### config.mk
export PLATFORM = sky130hd
export DESIGN_NAME = twi_cmd_port
export DESIGN_NICKNAME = d
export VERILOG_FILES = /design/src/core/twi_port_pkg.sv /design/src/core/pin_sync.sv /design/src/core/twi_cmd_port.sv
export VERILOG_INCLUDE_DIRS = /design/src /design/src/core
export SDC_FILE = /design/constraint.sdc
export NUM_CORES = 2
export LEC_CHECK = 0
export BUFFER_PORTS_ARGS = -buffer_cell sky130_fd_sc_hd__buf_2
export CAP_MARGIN = 10
export CORE_ASPECT_RATIO = 0.9
export CORE_MARGIN = 4
export CORE_UTILIZATION = 59
export CTS_BUF_LIST = sky130_fd_sc_hd__clkbuf_4 sky130_fd_sc_hd__clkbuf_8
export CTS_CLUSTER_DIAMETER = 100
export CTS_CLUSTER_SIZE = 28
export DETAILED_ROUTE_END_ITERATION = 12
export PLACE_DENSITY_LB_ADDON = 0.2
export REMOVE_ABC_BUFFERS = 1
export SKIP_CTS_REPAIR_TIMING = 1
export SLEW_MARGIN = 20
export SYNTH_ARGS = -nofsm -noshare
export SYNTH_HDL_FRONTEND = slang
export SYNTH_HIERARCHICAL = 1
export SYNTH_SLANG_ARGS = --single-unit
### constraint.sdc
create_clock -name CLK_SYS -period 2.5 [get_ports CLK_SYS]
set_clock_uncertainty 0.1 [all_clocks]
set_input_delay 0.5 -clock CLK_SYS [delete_from_list [all_inputs] [get_ports CLK_SYS]]
set_output_delay 0.5 -clock CLK_SYS [all_outputs]
set_load 0.02 [all_outputs]
### src/core/twi_port_defs.svh
`ifndef TWI_PORT_DEFS_SVH
`define TWI_PORT_DEFS_SVH

// Bus address and the two header bytes that follow from it.
`define SLV_ADDR 7'h60
`define HDR_WR 8'hC0
`define HDR_RD 8'hC1

// Command codes of the shared command layer.
`define CMD_RAM_WR 8'h00
`define CMD_RAM_RD 8'h40
`define CMD_PWR_RST 8'hF0
`define CMD_MEAS_RST 8'hC0
`define CMD_CONT_CONV 8'hCC
`define CMD_ONE_CONV 8'hCE
`define CMD_WDT_OFF 8'h9E
`define CMD_WDT_ON 8'h9F
`define CMD_REF_OFF 8'h86
`define CMD_REF_ON 8'h87
`define CMD_UNV_DIS 8'h90
`define CMD_UNV_ENA 8'h91
`define CMD_UNV_RD 8'hA0
`define CMD_UNV_WR 8'hA1
`define CMD_UNV_CLR 8'hA2
`define CMD_UNV_ERASE 8'hA4
`define CMD_PRG_RD 8'hA6
`define CMD_PRG_WR 8'hA7
`define CMD_PRG_DIS 8'hA8
`define CMD_PRG_ENA 8'hA9
`define CMD_PGM_DIS 8'hAC
`define CMD_PGM_ENA 8'hAD

// Byte counts, sizes and the filler value.
`define RAM_DATA_BYTES 2'd3
`define UNV_DEPTH 128
`define UNV_FILLER 8'h00

`endif

### src/core/twi_port_pkg.sv
package twi_port_pkg;

	// One decoded command as handed to the rest of the device.
	typedef struct packed {
		logic [7:0] opcode;
		logic [7:0] addr;
		logic [23:0] data;
	} cmd_s;

	// Byte engine states, one-hot.
	typedef enum logic [4:0] {
		ST_IDLE = 5'b00001,
		ST_RX = 5'b00010,
		ST_RX_ACK = 5'b00100,
		ST_TX = 5'b01000,
		ST_TX_ACK = 5'b10000
	} byte_st_e;

endpackage : twi_port_pkg

### src/core/pin_sync.sv
`timescale 1ns/100ps

// Two flip-flop synchroniser for one pin; the first stage feeds only the
// second.
module pin_sync (
	// Clock and reset.
	input wire logic clk,
	input wire logic rst,
	// Pin and synchronised level.
	input wire logic pin,
	output logic level
);

	logic meta_q; // First stage, read by the second stage alone.

	// The reset value is high because an idle bus rests high.
	always_ff @(posedge clk) begin
		if (rst) begin
			meta_q <= 1'b1;
			level <= 1'b1;
		end else begin
			meta_q <= pin;
			level <= meta_q;
		end
	end

endmodule : pin_sync

### src/core/twi_cmd_port.sv
`timescale 1ns/100ps
`include "twi_port_defs.svh"

module twi_cmd_port (
	// Clock and reset.
	input wire logic CLK_SYS,
	input wire logic RST,
	// Interface select and two-wire pins.
	input wire logic MODE_SEL,
	input wire logic SCL_IN,
	input wire logic SDA_IN,
	output logic SDA_OUT,
	output logic SDA_OE,
	// Measurement end and general pin three.
	input wire logic MEAS_DONE,
	input wire logic END_IRQ_EN,
	output logic PIN3_OUT,
	output logic PIN3_OE,
	// Decoded commands towards the device core.
	output twi_port_pkg::cmd_s CMD,
	output logic CMD_VALID,
	output logic RAM_RD_REQ,
	output logic PRG_RD_REQ,
	output logic PRG_WR_REQ,
	output logic EXT_MEM_REQ,
	input wire logic [23:0] RD_DATA,
	// Control levels towards the device core.
	output logic WDT_EN,
	output logic REF_ON,
	output logic UNV_ACCESS,
	output logic PRG_ENA,
	output logic PGM_ENA
);

	// ------------------------------------------------------------
	// Pin synchronisers
	// ------------------------------------------------------------
	logic scl_s, sda_s, mode_s;
	pin_sync u_scl (.clk(CLK_SYS), .rst(RST), .pin(SCL_IN), .level(scl_s));
	pin_sync u_sda (.clk(CLK_SYS), .rst(RST), .pin(SDA_IN), .level(sda_s));
	pin_sync u_mode (.clk(CLK_SYS), .rst(RST), .pin(MODE_SEL),
		.level(mode_s));

	logic scl_q, sda_q; // Previous synchronised levels for edges.
	always_ff @(posedge CLK_SYS) begin
		if (RST) begin
			scl_q <= 1'b1;
			sda_q <= 1'b1;
		end else begin
			scl_q <= scl_s;
			sda_q <= sda_s;
		end
	end

	// Edges and bus conditions; a mode pin low keeps the engine dead.
	logic scl_rise, scl_fall, start_c, stop_c;
	assign scl_rise = mode_s & scl_s & ~scl_q;
	assign scl_fall = mode_s & ~scl_s & scl_q;
	assign start_c = mode_s & scl_s & scl_q & sda_q & ~sda_s;
	assign stop_c = mode_s & scl_s & scl_q & ~sda_q & sda_s;

	// ------------------------------------------------------------
	// Byte engine
	// ------------------------------------------------------------
	twi_port_pkg::byte_st_e st_q;
	logic [7:0] sh_q;      // Shift register for both directions.
	logic [3:0] bit_q;     // Bits moved within the byte.
	logic hdr_q;           // Next received byte is the header.
	logic rd_dir_q;        // Current transaction reads.
	logic byte_done_d;     // A received byte is complete.
	logic [7:0] rx_byte_d; // That byte.
	logic mack_q;          // Master ack sampled in ninth clock.
	logic [7:0] tx_next;   // Next byte to send.

	assign byte_done_d = (st_q == twi_port_pkg::ST_RX) & scl_rise
		& (bit_q == 4'd7);
	assign rx_byte_d = {sh_q[6:0], sda_s};

	// Walks bits in on rising edges and drives acks and read data.
	always_ff @(posedge CLK_SYS) begin
		if (RST) begin
			st_q <= twi_port_pkg::ST_IDLE;
			sh_q <= 8'h00;
			bit_q <= 4'd0;
			hdr_q <= 1'b0;
			rd_dir_q <= 1'b0;
			mack_q <= 1'b0;
			SDA_OUT <= 1'b1;
			SDA_OE <= 1'b0;
		end else if (start_c) begin
			st_q <= twi_port_pkg::ST_RX;
			bit_q <= 4'd0;
			hdr_q <= 1'b1;
			SDA_OE <= 1'b0;
		end else if (stop_c) begin
			st_q <= twi_port_pkg::ST_IDLE;
			SDA_OE <= 1'b0;
		end else begin
			case (st_q)
				twi_port_pkg::ST_RX: begin
					if (scl_rise) begin
						sh_q <= rx_byte_d;
						bit_q <= bit_q + 4'd1;
					end
					if (scl_fall && bit_q == 4'd8) begin
						bit_q <= 4'd0;
						if (hdr_q && sh_q[7:1] != `SLV_ADDR) begin
							st_q <= twi_port_pkg::ST_IDLE;
						end else begin
							st_q <= twi_port_pkg::ST_RX_ACK;
							SDA_OUT <= 1'b0;
							SDA_OE <= 1'b1;
							if (hdr_q) begin
								rd_dir_q <= sh_q[0];
							end
							hdr_q <= 1'b0;
						end
					end
				end
				twi_port_pkg::ST_RX_ACK: begin
					if (scl_fall) begin
						if (rd_dir_q) begin
							st_q <= twi_port_pkg::ST_TX;
							sh_q <= {tx_next[6:0], 1'b0};
							SDA_OUT <= tx_next[7];
							SDA_OE <= ~tx_next[7];
							bit_q <= 4'd1;
						end else begin
							st_q <= twi_port_pkg::ST_RX;
							SDA_OE <= 1'b0;
						end
					end
				end
				twi_port_pkg::ST_TX: begin
					if (scl_fall) begin
						if (bit_q == 4'd8) begin
							st_q <= twi_port_pkg::ST_TX_ACK;
							SDA_OE <= 1'b0;
						end else begin
							SDA_OUT <= sh_q[7];
							SDA_OE <= ~sh_q[7];
							sh_q <= {sh_q[6:0], 1'b0};
							bit_q <= bit_q + 4'd1;
						end
					end
				end
				twi_port_pkg::ST_TX_ACK: begin
					if (scl_rise) begin
						mack_q <= ~sda_s;
					end
					if (scl_fall) begin
						// A master nack ends the read; wait for stop.
						if (mack_q) begin
							st_q <= twi_port_pkg::ST_TX;
							sh_q <= {tx_next[6:0], 1'b0};
							SDA_OUT <= tx_next[7];
							SDA_OE <= ~tx_next[7];
							bit_q <= 4'd1;
						end else begin
							st_q <= twi_port_pkg::ST_IDLE;
						end
					end
				end
				default: begin
					st_q <= twi_port_pkg::ST_IDLE;
				end
			endcase
		end
	end

	// ------------------------------------------------------------
	// Command layer
	// ------------------------------------------------------------
	logic [7:0] op_q;     // Opcode of the current command.
	logic [2:0] cnt_q;    // Bytes received after the header, saturating.
	logic [23:0] dat_q;   // Write data being collected.
	logic [1:0] tx_idx_q; // Read bytes already sent.
	logic [7:0] unv_mem [`UNV_DEPTH]; // User nonvolatile store.
	logic [6:0] unv_a_q;  // Store address for reads.
	logic is_rx_byte;

	// A data byte of a write transaction, never the header.
	assign is_rx_byte = byte_done_d & ~hdr_q & ~rd_dir_q;

	// Collects opcode, address and data, then fires a command.
	// Every start clears the count, so a write after a read never
	// inherits a stale byte position; reads do not use the count.
	// It must reach four so that the third data byte is told apart.
	always_ff @(posedge CLK_SYS) begin
		if (RST || start_c) begin
			cnt_q <= 3'd0;
		end else if (is_rx_byte && cnt_q != 3'd4) begin
			cnt_q <= cnt_q + 3'd1;
		end
	end

	always_ff @(posedge CLK_SYS) begin
		if (RST) begin
			op_q <= 8'h00;
			dat_q <= 24'h00_0000;
			unv_a_q <= 7'h00;
			CMD <= '0;
			CMD_VALID <= 1'b0;
			EXT_MEM_REQ <= 1'b0;
			RAM_RD_REQ <= 1'b0;
			PRG_RD_REQ <= 1'b0;
			PRG_WR_REQ <= 1'b0;
		end else begin
			CMD_VALID <= 1'b0;
			EXT_MEM_REQ <= 1'b0;
			RAM_RD_REQ <= 1'b0;
			PRG_RD_REQ <= 1'b0;
			PRG_WR_REQ <= 1'b0;
			if (is_rx_byte) begin
				case (cnt_q)
					3'd0: begin
						op_q <= rx_byte_d;
						CMD <= '{rx_byte_d, 8'h00, 24'h00_0000};
						// Single-byte commands fire at once.
						CMD_VALID <= 1'b1;
						EXT_MEM_REQ <= rx_byte_d[7:4] == 4'h5;
					end
					3'd1: begin
						CMD.addr <= rx_byte_d;
						unv_a_q <= rx_byte_d[6:0];
						RAM_RD_REQ <= op_q == `CMD_RAM_RD;
						PRG_RD_REQ <= op_q == `CMD_PRG_RD;
						EXT_MEM_REQ <= op_q[7:4] == 4'h5;
					end
					default: begin
						dat_q <= {dat_q[15:0], rx_byte_d};
						EXT_MEM_REQ <= op_q[7:4] == 4'h5;
						if (cnt_q == 3'd4 || op_q != `CMD_RAM_WR) begin
							CMD.data <= {dat_q[15:0], rx_byte_d};
							CMD_VALID <= 1'b1;
							PRG_WR_REQ <= op_q == `CMD_PRG_WR;
						end
					end
				endcase
			end
		end
	end

	// User store updates; the clear and erase drop the supplied data.
	always_ff @(posedge CLK_SYS) begin
		if (is_rx_byte && cnt_q == 3'd2) begin
			if (op_q == `CMD_UNV_WR) begin
				unv_mem[CMD.addr[6:0]] <= rx_byte_d;
			end else if (op_q == `CMD_UNV_CLR) begin
				unv_mem[CMD.addr[6:0]] <= `UNV_FILLER;
			end
		end
		if (is_rx_byte && cnt_q == 3'd1 && op_q == `CMD_UNV_ERASE) begin
			for (int i = 0; i < `UNV_DEPTH; i++) begin
				unv_mem[i] <= `UNV_FILLER;
			end
		end
	end

	// Read data order: filler then byte for the store, else MSB first.
	always_ff @(posedge CLK_SYS) begin
		if (RST || start_c) begin
			tx_idx_q <= 2'd0;
		end else if (st_q == twi_port_pkg::ST_TX && scl_fall
			&& bit_q == 4'd8) begin
			tx_idx_q <= tx_idx_q + 2'd1;
		end
	end

	always_comb begin
		if (op_q == `CMD_UNV_RD) begin
			tx_next = (tx_idx_q == 2'd0) ? `UNV_FILLER
				: unv_mem[unv_a_q];
		end else begin
			case (tx_idx_q)
				2'd0: tx_next = RD_DATA[23:16];
				2'd1: tx_next = RD_DATA[15:8];
				default: tx_next = RD_DATA[7:0];
			endcase
		end
	end

	// ------------------------------------------------------------
	// Control levels
	// ------------------------------------------------------------
	always_ff @(posedge CLK_SYS) begin
		if (RST) begin
			WDT_EN <= 1'b1;
			REF_ON <= 1'b0;
			UNV_ACCESS <= 1'b0;
			PRG_ENA <= 1'b0;
			PGM_ENA <= 1'b0;
		end else if (is_rx_byte && cnt_q == 3'd0) begin
			case (rx_byte_d)
				`CMD_WDT_OFF: WDT_EN <= 1'b0;
				`CMD_WDT_ON: WDT_EN <= 1'b1;
				`CMD_REF_ON: REF_ON <= 1'b1;
				`CMD_REF_OFF: REF_ON <= 1'b0;
				`CMD_UNV_ENA: UNV_ACCESS <= 1'b1;
				`CMD_UNV_DIS: UNV_ACCESS <= 1'b0;
				`CMD_PRG_ENA: PRG_ENA <= 1'b1;
				`CMD_PRG_DIS: PRG_ENA <= 1'b0;
				`CMD_PGM_ENA: PGM_ENA <= 1'b1;
				`CMD_PGM_DIS: PGM_ENA <= 1'b0;
				default: WDT_EN <= WDT_EN;
			endcase
		end
	end

	// Measurement end pulls pin three low until the next opcode.
	always_ff @(posedge CLK_SYS) begin
		if (RST) begin
			PIN3_OUT <= 1'b1;
			PIN3_OE <= 1'b0;
		end else begin
			PIN3_OE <= mode_s & END_IRQ_EN;
			if (MEAS_DONE) begin
				PIN3_OUT <= 1'b0;
			end else if (is_rx_byte && cnt_q == 3'd0) begin
				PIN3_OUT <= 1'b1;
			end
		end
	end

	// ------------------------------------------------------------
	// Checks
	// ------------------------------------------------------------
	a_foreign_addr_ignored: assert property (@(posedge CLK_SYS)
		disable iff (RST) (st_q == twi_port_pkg::ST_RX && hdr_q && scl_fall
		&& bit_q == 4'd8 && sh_q[7:1] != `SLV_ADDR && !start_c && !stop_c)
		|=> !SDA_OE) else $error("Foreign address was acknowledged.");
	a_wdt_off_cmd: assert property (@(posedge CLK_SYS)
		disable iff (RST) (is_rx_byte && cnt_q == 3'd0
		&& rx_byte_d == `CMD_WDT_OFF) |=> !WDT_EN)
		else $error("Timer stayed on after off command.");
	a_ack_driven_low: assert property (@(posedge CLK_SYS)
		disable iff (RST) (st_q == twi_port_pkg::ST_RX_ACK) |-> (SDA_OE
		&& !SDA_OUT)) else $error("Ack not driven low.");
	a_mode_gates_bus: assert property (@(posedge CLK_SYS)
		disable iff (RST) !mode_s |-> !scl_rise && !start_c)
		else $error("Engine active with mode pin low.");
	a_meas_end_low: assert property (@(posedge CLK_SYS)
		disable iff (RST) MEAS_DONE |=> !PIN3_OUT)
		else $error("Pin three did not fall.");
	a_idle_released: assert property (@(posedge CLK_SYS)
		disable iff (RST) $rose(st_q == twi_port_pkg::ST_IDLE) |-> !SDA_OE
		|| $past(st_q) == twi_port_pkg::ST_IDLE)
		else $error("Data line held after idle.");
	a_ramwr_three: assert property (@(posedge CLK_SYS)
		disable iff (RST) (is_rx_byte && (cnt_q == 3'd2 || cnt_q == 3'd3)
		&& op_q == `CMD_RAM_WR) |=> !CMD_VALID)
		else $error("RAM write fired early.");
	a_ram_rd_req: assert property (@(posedge CLK_SYS)
		disable iff (RST) (is_rx_byte && cnt_q == 3'd1 && op_q == `CMD_RAM_RD)
		|=> RAM_RD_REQ) else $error("RAM read not requested.");

endmodule : twi_cmd_port

Word level (Yosys, flattened, before mapping)
Memories as Yosys holds them, arrays and structs flattened. A register that Yosys moved wholly into a read port is not among the register bits.
Cells that the tools add are included.
Widths: inputs -> output; s select.

storage, ports and cells
  register bits after elaboration = 110
  RAM bits = 1024
  bits of input ports = 31
  output and inout bits = 54
  logic and storage cells = 250
  memories = 1

cells by class
  add/subtract/negate cells = 3
  equal/unequal tests = 49
  mux-type cells = 80
  bitwise gates (word level) = 30
  reductions and logical operators = 51

memories
  name     words  width  rd ports  clocked after memory_dff  write ports  RTL line             source
  unv_mem  128    8      1         1                         128          twi_cmd_port.sv:178  logic [7:0] unv_mem [`UNV_DEPTH];

operator list
  operator            count
  $eq 8x8->1 const B  16
  $mux 8              11
  $pmux 24 s2         1
  $mux 4              10
  $mux 1              33
  $pmux 8 s2          2
  $pmux 8 s4          1
  $mux 5              5
  $mux 24             1
  $ne 2x2->1 const B  11
  $mux 7              3
  $pmux 5 s4          1
  $reduce_bool 2->1   10
  $reduce_and 2->1    9
  $ne 4x4->1 const B  4
  $pmux 4 s4          1
  $not 1->1           15
  $and 1x1->1         14
  $eq 4x3->1 const B  3
  $pmux 1 s2          6
  $reduce_and 11->1   1
  $reduce_and 10->1   1
  $reduce_and 5->1    2
  $logic_and 1x1->1   9
  other kinds (36)    43

Logic depth before layout (Yosys ltp)
  word-level depth = 12
  depth in mapped cells = 12
  mapped depth without buffers = 9

Cells and area by module
The synthesis kept the hierarchy.

modules (own cells, without submodules)
  module        instances  cells each  area each (um^2)  sequential area each (um^2)
  twi_cmd_port  1          5907        51645.8           22721.8
  pin_sync      3          4           52.6              40.0

Least setup slack after synthesis
OpenSTA, ideal clock, no wires.

  kind = register -> register
  start point = register with a tool-made name
  end point = register sh_q[1]
  library setup time = 0.131 ns
  arrival = 2.484 ns
  required time = 2.269 ns
  path slack = -0.214 ns
  cell stages (with the launch flop) = 11
  buffers on the path = 4
  period minus slack after synthesis = 2.714 ns
  cell sequence = dfxtp_1 > buf_6 > buf_8 > buf_4 > buf_2 > mux4_2 > mux4_2 > a211oi_1 > nor3_1 > nor2_1 > nor3_1

RTL lines
  element               RTL line             source
  to (signal assigned)  twi_cmd_port.sv:102  sh_q <= rx_byte_d;
  to (signal assigned)  twi_cmd_port.sv:124  sh_q <= {tx_next[6:0], 1'b0};
  to (signal assigned)  twi_cmd_port.sv:142  sh_q <= {sh_q[6:0], 1'b0};
  to (decl)             twi_cmd_port.sv:66   logic [7:0] sh_q;

==> results.md <==
- The dominant combinational cell family by area after synthesis is compound AO/OA/AOI/OAI gates.
- Sequential cells were found to cover 44.09% of the synthesized design area.
- The setup slack after placement is -0.7066 ns.
- Measured on the finished design, the core utilization comes to 69.74%.
- The final weighted congestion in routability-driven placement is 0.9568.
- The busiest layer in global routing is met2.
- After clock tree synthesis, the clock-pin slew on the worst setup and hold paths is 0.18 ns.
- The total overflow left after global routing is 0.
- The clock passes through at most 3 buffers.
- The area enclosed by the die boundary is 0.09261 mm2.
- Pin placement for this block handled 85 I/O pins.
- The clock reaches the later pin of the worst-skew pair after 0.79 ns.
- Data on the critical path is required at its endpoint by 3.10 ns.
- In the routed design, unresolved DRC markers number 0.
- The flip-flop and latch area is 0.02286 mm2.
- The TritonCTS clock tree is yes.
- The die is 320.3 um wide.
- Derived from the worst setup path, the maximum achievable clock frequency is 342.0 MHz.
- The arrival time at the worst endpoint is 3.52 ns.
- The first global-routing pass estimated 251.1 mm of wire.
- The flow ran to the end, but the final reports show violations.
- In the final routed layout, each cell accounts on average for 23.94 um.
- By area the synthesized netlist is led by sky130_fd_sc_hd__dfxtp_1, sky130_fd_sc_hd__mux4_2, sky130_fd_sc_hd__a21oi_1.
- Once placement completed, the tool counted placed cells totaling 7098.
- Global routing used 50.27% of the available met1 tracks.
- The number of clock buffers added by TritonCTS is 46.
- On the worst path, the slowest cell contributes a delay of 0.57 ns.
- The number of nets with antenna violations after detailed routing is 0.
- After legalization and detailed placement, the total HPWL measured 109.8 mm.
- The number of global-route vias before repair is 43185.
- The number of standard cells after synthesis is 5919.
- In this run the static leakage power is 21.61 nW.
- The core region is 0.08653 mm2.
- The cell type contributing the most total cell area after synthesis is sky130_fd_sc_hd__dfxtp_1.
- The level count of the clock H-tree is 2.
- STA classifies the critical path startpoint as a flop.
- The detailed router finished its first iteration with 7404 violations.
- The share of synthesized flip-flops with an asynchronous set or reset is 0%.
- Once the floorplan was initialized, standard cells occupied 59.87% of the core.
- The count of clock tree sinks is 1141.
- The slowest stage of the critical path is the sky130_fd_sc_hd__mux4_2 cell.
- The worst setup path is captured at a flop.
- Power spread over the standard cell area amounts to 429.2 mW/mm2.
- After synthesis the netlist holds a flip-flop and latch count of 1141.
- The total of fill cells in the finished design is 6523.
- The final hold violation count is 0.
- The area fraction of the dominant cell type after synthesis is 44.09%.
- The synthesized-area fraction occupied by ao, oa, aoi and oai cells is 22.24%.
- The initial antenna violation count is 5.
- In the layout the commonest cells are sky130_fd_sc_hd__nand2_1, sky130_fd_sc_hd__dfxtp_1, sky130_fd_sc_hd__a21oi_1.
- The setup slack of the critical path after layout is -0.4242 ns.
- The met3 usage is 5.854%.
- The total negative setup slack is -194.51 ns.
- Each instance of the synthesized netlist takes up on average 8.752 um2.
- The routed wire length is 174.0 mm.
- The cell area that synthesis handed to floorplanning was 0.05180 mm2.
- The combined area of the multi-input logic cells is 0.02719 mm2.
- The maximum number of pins on one net before global-route repair is 73.
- The final reports fail on setup timing.
- Yosys printed 6 warnings.
- The multiplexer area fraction after synthesis is 13.52%.
- The mean number of vias per cell is 6.625.
- Setup repair after global routing could not meet its margin everywhere.
- The most used flip-flop cell after synthesis is sky130_fd_sc_hd__dfxtp_1.
- The first detailed-routing pass took 9 iterations.
- The synthesized design contains 0 enable-type register cells.
- The library cell used most frequently in the layout, excluding fill and tap cells, is sky130_fd_sc_hd__nand2_1.
- Summing the areas of all and, or, nand and nor instances in the mapped netlist gives 14.60% of the synthesized area.
- After floorplanning, the core was divided into 102 placement rows.
- Port buffering added 84 buffers.
- The tightest min-delay check is of the in -> reg type.
- After layout, the minimum clock period comes to 2.924 ns.
- The final max-slew violation count is 0.
- Of the available clock period, the critical path in the final layout requires 117.0%.
- After the flow finishes, the layout carries non-filler instances totaling 7268.
- The fraction of final layout cells with drive strength greater than 1 is 23.05%.
- The total via count after detailed routing is 48148.
- The hold path startpoint is RD_DATA[5].
- The signal on the critical path passes through buf_6 -> clkbuf_16 -> clkbuf_16 -> mux4_2 -> mux4_2 -> a211oi_4 -> nor3_2 -> nor2_1 -> nor3_1.
- The tree is rooted in a sky130_fd_sc_hd__clkbuf_8.
- Global routing used 50.99% of the available met2 tracks.
- Counting distinct cell types in the post-synthesis netlist gives 76.
- The aggregate global-route resource usage is 33.68%.
- The area growth from synthesis to final layout is 16.48%.
- The final setup violation count is 1041.
- The remaining max-slew budget at the tightest pin is 41.17%.
- Of all nets on the critical path, the largest fanout is 8.
- The worst setup path is of the reg -> reg kind.
- After Yosys synthesis, full adders, half adders and majority gates account for 0.1932% of the synthesized area.
- The peak ir drop on the vdd network is 353.4 uV.
- For this run, the post-layout net count is 6150.
- At the pin with the least slew margin, the transition time is 0.8733 ns.
- The tool flagged a number of max-cap violations equal to 0.
- Of the total synthesized cell area, the portion taken by XOR and XNOR cells is 0.1159%.
- The vertical die dimension is 289.1 um.
==> flip-flops by register name, summed over array words and instances (netlist names), 2 cells and up, named ones only <==
register and cells:
CMD 32, bit_q 4, cnt_q 3, dat_q 16, op_q 8, sh_q 8, st_q 5, tx_idx_q 2
unv_a_q 7, unv_mem 1024
==> worst paths after layout <==
path                   to  slack, ns  depth (start not counted)
max reg2reg       sh_q[2]      -0.42                          9
min               sh_q[6]       0.13                          4
max               sh_q[2]      -0.42                          9
min reg2reg  u_mode/level       0.34                          1
==> routing by layer <==
layer | vias up | routed length [um]
met1 | 23237 | 69340
met3 | 400 | 22240
li1 | 21212 | -
met2 | 3295 | 76390
met5 | - | 27
met4 | 4 | 6004
==> report_power, final <==
part | switching (mW) | internal (mW) | leakage (nW)
logic | 0.137 | 0.0821 | 12.0
registers | 0.00568 | 18.2 | 9.19
clock network | 5.58 | 1.89 | 0.384
total | 5.72 | 20.2 | 21.6
==> cell type report <==
| type | instances | area share [%] |
|---|---|---|
| well taps | 1144 | 2.372 |
| flip-flops and latches | 1141 | 37.89 |
| inverters | 23 | 0.1431 |
| multi-input cells | 4165 | 45.06 |
| repair buffers | 734 | 13.30 |
| diodes | 6 | 0.02488 |
| clock buffers | 54 | 1.201 |
| clock inverters | 1 | 0.008294 |
==> kinds of logic (layout without fill, tap and decap cells) <==
| family | Yosys count | in the layout |
|---|---|---|
| adders and majority gates | 8 | 8 |
| DFF | 1141 | 1141 |
| other | 0 | 6 |
| buffers and inverters | 613 | 812 |
| xor gates and xnor gates | 6 | 6 |
| AOI/OAI and AO/OA | 2249 | 2249 |
| and+or+nand+nor | 1580 | 1580 |
| muxes | 322 | 322 |
==> stage by stage <==
step / hold slack [ns] / instance area, um2 / total power, mW
after CTS: -0.2540 / 57580 / 25.88
after floorplan: 0.2854 / 49180 / 18.66
after global placement: 0.2995 / 56850 / 18.79
after global routing: 0.1211 / 60340 / 26.51
final: 0.1304 / 60340 / 25.90
after detailed placement: 0.2994 / 56850 / 18.80
==> cells in the mapped netlist, types with 6 or more instances <==
cell                       instances
sky130_fd_sc_hd__mux2i_1          19
sky130_fd_sc_hd__nor3_1           31
sky130_fd_sc_hd__nand2b_1         13
sky130_fd_sc_hd__o21ai_0        1035
sky130_fd_sc_hd__or2_2             6
sky130_fd_sc_hd__nand3b_1          8
sky130_fd_sc_hd__a211oi_1         14
sky130_fd_sc_hd__a21oi_1        1116
sky130_fd_sc_hd__nand2_1        1217
sky130_fd_sc_hd__a21o_1            7
sky130_fd_sc_hd__dfxtp_1        1141
sky130_fd_sc_hd__nor2b_1          15
sky130_fd_sc_hd__buf_4            14
sky130_fd_sc_hd__clkbuf_1        399
sky130_fd_sc_hd__or2_1             6
sky130_fd_sc_hd__and3_1            7
sky130_fd_sc_hd__and2_1           19
sky130_fd_sc_hd__inv_1            21
sky130_fd_sc_hd__nor2_1           84
sky130_fd_sc_hd__buf_2           133
sky130_fd_sc_hd__a311oi_1          6
sky130_fd_sc_hd__a31oi_1           9
sky130_fd_sc_hd__mux4_2          302
sky130_fd_sc_hd__nand3_1          31
sky130_fd_sc_hd__nor2_8           36
sky130_fd_sc_hd__buf_1            24
sky130_fd_sc_hd__o22ai_1           9
sky130_fd_sc_hd__nor2_4           60
sky130_fd_sc_hd__ha_1              8
sky130_fd_sc_hd__buf_8             6
sky130_fd_sc_hd__buf_6            12
sky130_fd_sc_hd__nor4_1           10
sky130_fd_sc_hd__a22oi_1          23
sky130_fd_sc_hd__o311ai_0          7
==> worst max-delay path: cells and delay by family (launching register included) <==
family | cells | cell delay [ns]
AO/OA/AOI/OAI | 1 | 0.39
AND/OR/NAND/NOR | 3 | 0.28
flip-flops | 1 | 0.48
multiplexers | 2 | 1.07
buffers and inverters | 3 | 0.51
Note: power is estimated with default switching activity, not from simulation.
